**src/dec_comp_regs.vh**
```
`ifndef DEC_COMP_REGS_VH
`define DEC_COMP_REGS_VH
`define OPC_MSB        13
`define OPC_LSB        8
`define DEST_BIT       7
`define ADDR_MSB       6
`define OPC_DEC        6'h03
`define OPC_INV        6'h09
`define OPC_DECSKIP    6'h0b
`define W_RESET        8'h00
`define Z_RESET        1'h0
`endif

```
**src/decrement_complement_exec.v**
```verilog
`timescale 1ns/10ps
`default_nettype none
`include "dec_comp_regs.vh"

// Contract
// - skip-decrement subtracts one, skips on zero
// - destination zero writes accumulator, register kept
// - destination one writes back source register
// - skip cancels the prefetched next instruction
// - skipping takes two cycles, else one
// - plain decrement updates zero, one cycle
// - invert complements bits, updates zero
// - seven-bit address, one destination bit
module decrement_complement_exec (
   input  wire        CLK_I,
   input  wire        SYS_RST_I,
   input  wire        INSTR_VALID_I,
   input  wire [13:0] INSTR_I,
   input  wire [7:0]  REG_DATA_I,
   output reg  [6:0]  REG_ADDR_O,
   output reg  [7:0]  REG_WDATA_O,
   output reg         REG_WE_O,
   output reg  [7:0]  W_O,
   output reg         Z_O,
   output reg         SKIP_O,
   output reg         NOP_CYCLE_O,
   output reg         BUSY_O
);

   // a skip leaves exactly one later slot to throw away
   localparam [0:0] ST_RUN    = 1'b0;
   localparam [0:0] ST_SQUASH = 1'b1;

   // instruction fields
   wire [5:0]       opcode;
   wire             dest;
   wire [6:0]       addr;

   // decode
   wire             is_dec;
   wire             is_inv;
   wire             is_decskip;
   wire             is_ours;
   wire             exec;
   wire             drop;
   wire             act;
   wire             take_skip;

   // datapath; operand comes combinationally from the register file
   wire [7:0]       diff;
   wire [7:0]       inverted;
   wire [7:0]       result;
   wire             diff_zero;
   wire             result_zero;

   // state and next values
   reg  [0:0]       state;
   reg  [0:0]       next_state;
   reg  [6:0]       next_addr;
   reg  [7:0]       next_wdata;
   reg              next_we;
   reg  [7:0]       next_w;
   reg              next_z;
   reg              next_skip;
   reg              next_nop;
   reg              next_busy;

   genvar           gi;

   assign opcode      = INSTR_I[`OPC_MSB:`OPC_LSB];
   assign dest        = INSTR_I[`DEST_BIT];
   assign addr        = INSTR_I[`ADDR_MSB:0];
   assign is_dec      = (opcode == `OPC_DEC);
   assign is_inv      = (opcode == `OPC_INV);
   assign is_decskip  = (opcode == `OPC_DECSKIP);
   assign is_ours     = is_dec | is_inv | is_decskip;
   // a squashed slot is a no-op whatever its encoding
   assign exec        = INSTR_VALID_I & (state == ST_RUN);
   assign drop        = INSTR_VALID_I & (state == ST_SQUASH);
   assign act         = exec & is_ours;
   assign diff        = REG_DATA_I - 8'h01;
   assign diff_zero   = (diff == 8'h00);
   assign take_skip   = act & is_decskip & diff_zero;
   assign result      = is_inv ? inverted : diff;
   assign result_zero = (result == 8'h00);

   // per-bit inversion
   generate
      for (gi = 0; gi < 8; gi = gi + 1) begin : g_inv
         assign inverted[gi] = ~REG_DATA_I[gi];
      end
   endgenerate

   always @* begin
      next_state = state;
      case (state)
         ST_RUN: begin
            if (take_skip) begin
               next_state = ST_SQUASH;
            end
         end
         ST_SQUASH: begin
            // idle gaps keep the squash pending
            if (INSTR_VALID_I) begin
               next_state = ST_RUN;
            end
         end
         default: begin
            next_state = ST_RUN;
         end
      endcase
   end

   always @* begin
      next_addr  = REG_ADDR_O;
      next_wdata = REG_WDATA_O;
      next_we    = 1'b0;
      next_w     = W_O;
      next_z     = Z_O;
      next_skip  = 1'b0;
      next_busy  = 1'b0;
      next_nop   = drop;
      if (act) begin
         next_addr  = addr;
         // result shown for accumulator writes too; strobe stays low
         next_wdata = result;
         if (dest) begin
            next_we = 1'b1;
         end else begin
            next_w = result;
         end
         // skip-decrement keeps status untouched
         if (!is_decskip) begin
            next_z = result_zero;
         end
         if (take_skip) begin
            next_skip = 1'b1;
            next_busy = 1'b1;
         end
      end
   end

   always @(posedge CLK_I or posedge SYS_RST_I) begin
      if (SYS_RST_I) begin
         state <= ST_RUN;
      end else begin
         state <= next_state;
      end
   end

   always @(posedge CLK_I or posedge SYS_RST_I) begin
      if (SYS_RST_I) begin
         REG_ADDR_O <= 7'h00;
      end else begin
         REG_ADDR_O <= next_addr;
      end
   end

   always @(posedge CLK_I or posedge SYS_RST_I) begin
      if (SYS_RST_I) begin
         REG_WDATA_O <= 8'h00;
      end else begin
         REG_WDATA_O <= next_wdata;
      end
   end

   always @(posedge CLK_I or posedge SYS_RST_I) begin
      if (SYS_RST_I) begin
         REG_WE_O <= 1'b0;
      end else begin
         REG_WE_O <= next_we;
      end
   end

   always @(posedge CLK_I or posedge SYS_RST_I) begin
      if (SYS_RST_I) begin
         W_O <= `W_RESET;
      end else begin
         W_O <= next_w;
      end
   end

   always @(posedge CLK_I or posedge SYS_RST_I) begin
      if (SYS_RST_I) begin
         Z_O <= `Z_RESET;
      end else begin
         Z_O <= next_z;
      end
   end

   always @(posedge CLK_I or posedge SYS_RST_I) begin
      if (SYS_RST_I) begin
         SKIP_O <= 1'b0;
      end else begin
         SKIP_O <= next_skip;
      end
   end

   // pulses for the discarded slot, no register or flag change there
   always @(posedge CLK_I or posedge SYS_RST_I) begin
      if (SYS_RST_I) begin
         NOP_CYCLE_O <= 1'b0;
      end else begin
         NOP_CYCLE_O <= next_nop;
      end
   end

   always @(posedge CLK_I or posedge SYS_RST_I) begin
      if (SYS_RST_I) begin
         BUSY_O <= 1'b0;
      end else begin
         BUSY_O <= next_busy;
      end
   end

endmodule
`default_nettype wire

```
**config.mk**
```make
export PLATFORM = sky130hd
export DESIGN_NAME = decrement_complement_exec
export DESIGN_NICKNAME = d
export VERILOG_FILES = /design/src/decrement_complement_exec.v
export VERILOG_INCLUDE_DIRS = /design/src
export SDC_FILE = /design/constraint.sdc
export NUM_CORES = 1
export LEC_CHECK = 0
export BUFFER_PORTS_ARGS = -buffer_cell sky130_fd_sc_hd__buf_2
export CORE_MARGIN = 2
export CORE_UTILIZATION = 36
export CTS_CLUSTER_SIZE = 40
export DETAILED_ROUTE_END_ITERATION = 7
export GPL_ROUTABILITY_DRIVEN = 1
export GPL_TIMING_DRIVEN = 0
export PLACE_DENSITY = 0.73
export SLEW_MARGIN = 15
export SYNTH_ARGS = -nofsm -noshare
export SYNTH_HDL_FRONTEND = slang
export SYNTH_SLANG_ARGS = --single-unit
export TNS_END_PERCENT = 30
```
**constraint.sdc**
```tcl
create_clock -name CLK_I -period 4.14 [get_ports CLK_I]
set_clock_uncertainty 0.2 [all_clocks]
set_input_delay 0.621 -clock CLK_I [delete_from_list [all_inputs] [get_ports CLK_I]]
set_output_delay 0.621 -clock CLK_I [all_outputs]
set_load 0.02 [all_outputs]
```
==> run metrics <==
outcome finished, final reports clean; P_leak ~0.94 nW; Reg2Reg Setup Slack 2.08 ns; register area share after synthesis 0.471; Relative slew margins 0.351; Placed Area ~1800 um2; worst slew pin tran between 0.9 and 1 ns; Area contributors post-synth dfrtp_1, mux2_4, nand2_1; Routed WL between 3000 and 4000 um; Tot Pwr between 700 and 800 uW; htree depth 1; endpoints failing setup 0; design area 1870 um2; Crit Path Class input pin to flip-flop; global-route wire length before repair between 5000 and 6000 um; Cell Count, Final, Fillers Out 247; critical-path maximum fanout 10; Final Util 0.468; GP Congestion approximately 0.86; CTS Hold Bufs 0; FF-to-FF End REG_WDATA_O[1]; PnR worst setup slack 1.55 ns; Post-Syn Nets 170; layout cell share with drive strength beyond 1 0.381; leading cell type in the layout, fill and taps excluded buf_2; Iter 0 DRT Violations 45; die area between 4000 and 5000 um2; fin crit share 0.626; Rows 23; clock buffer depth 2; grt total ovfl 0; Pre-antenna DRT Iters 4; Num CTS Buffers 3; worst path cell trace buf_2 > or4b_1 > buf_2 > nor3_2 > buf_2 > mux2_2; Diodes inserted 0; Via density roughly 5; Largest stage delay, worst path 0.51 ns; Remaining DRCs 0; most frequent cells in the layout buf_2, dfrtp_1, nand2_1; CP max stage cell or4b_1; Critical Path RT 4.10 ns; Slew Limit Fails 0; Critical R2R Launch state; CP top delay family simple AND/OR/NAND/NOR gates; Chip Width between 60 and 70 um; count of state elements after synthesis 28; min Tclk post-route roughly 2.6 ns; initial core utilization 0.372; placed cells about 240; RSZ-0062 raised after global routing false; CP startpoint kind input pin; unique cell type count in the Yosys netlist 38; worst hold path class input pin to asynchronous set/reset pin; IO Count 53; most used cell, CP buf_2; setup_tns 0 ns; clock sink total 28; synth warn 0; Post-synth EDFFs 0; vias in the first global route between 1000 and 1500; Synth Area per Inst 10.4 um2; worst path bufs/invs 3; PortBufs 50; pwr dens slightly above 400 nW/um2; die height 68.3 um; CTS tree yes; DR vias 1209; post-CTS sizing 0; # Post-CTS Setup Buffers 0; clock root buffer clkbuf_8; critical path data arrival time roughly 2.6 ns; ys async rst share 1.00; clk_lat worst skew around 0.27 ns; share of the synthesized area in the top cell type 0.471; core footprint 4000 um2; ys flop type dfrtp_1; DRT antenna net count 0; Critical Path Sink Type flip-flop; Peak VDD IR ~0.00026 V; total global routing track utilization 0.143; initial antenna violation count 0; Max Freq between 300 and 400 MHz; worst reg2reg path depth 4; mapped cell area ~1500 um2; largest net degree at the start of global routing 29; Mapped Cells 143; max_cap viols 0; final hold viol count 0; HPWL after detailed placement ~2400 um; final layout net count 225; post-synth top area cell dfrtp_1; clock slew at reported path FFs roughly 0.10 ns; area grow syn2layout 25.8%; Fin Hold WS 0.231 ns; routed len/inst roughly 13 um; Place WS approximately 1.2 ns
area by class of cell:
| type | count | area [um2] |
|---|---|---|
| Multi-Input combinational cell | 103 | 728 |
| Clock buffer | 3 | 41.3 |
| Tap cell | 50 | 62.6 |
| Fill cell | 406 | 2130 |
| Buffer | 8 | 45.0 |
| Clock inverter | 1 | 30.0 |
| Inverter | 4 | 15.0 |
| Sequential cell | 28 | 701 |
| Timing Repair Buffer | 50 | 250 |
Yosys cell counts (4+ instances only):
| cell | instances |
|---|---|
| dfrtp_1 | 28 |
| nand2_1 | 25 |
| mux2_4 | 7 |
| mux2_2 | 6 |
| nor2_1 | 6 |
| xnor2_1 | 6 |
| a21oi_1 | 5 |
| inv_1 | 4 |
| nand2b_1 | 4 |
| nor3_1 | 4 |
| o31ai_1 | 4 |
power breakdown:
group          total [mW]  switching (mW)  leakage, nW  internal (mW)
clock network       0.212          0.0824       0.0357          0.129
registers           0.345          0.0227        0.364          0.322
logic               0.221           0.132        0.542         0.0895
total               0.778           0.237        0.942          0.541
registers in the layout, summed over array words and instances, names as in the netlist:
name,cells
W_O,8
Z_O,1
REG_ADDR_O,7
REG_WDATA_O,8
state,1
NOP_CYCLE_O,1
REG_WE_O,1
BUSY_O,1
routing by layer:
layer  global-route usage  vias up  share of wire
met1                0.207      569           0.48
met2                0.218       35           0.45
met3               0.0395        0          0.063
met5                    0        -              0
met4               0.0175        0              0
li1                     -      605              -
worst max path at each step:
stage | cells after the start | startpoint | endpoint
3_3_place_gp | 6 | INSTR_I[13] | REG_WDATA_O[1]
2_1_floorplan | 6 | INSTR_I[13] | W_O[0]
5_1_grt | 6 | INSTR_I[13] | REG_WDATA_O[1]
4_1_cts | 6 | INSTR_I[13] | REG_WDATA_O[1]
3_5_place_dp | 6 | INSTR_I[13] | REG_WDATA_O[1]
6_report | 6 | INSTR_I[13] | REG_WDATA_O[1]
kinds of logic (layout without fill, tap and decap cells):
logic type      count (synthesis)  count (layout)  synth area share
simple gates                   59              59             0.213
flops                          28              28             0.471
compound gates                 20              20            0.0899
mux                            13              13             0.116
buf+inv                        12              66            0.0403
xor+xnor                        9               9            0.0529
fa+ha+maj                       2               2            0.0168
Note: power is estimated with default switching activity, not from simulation.
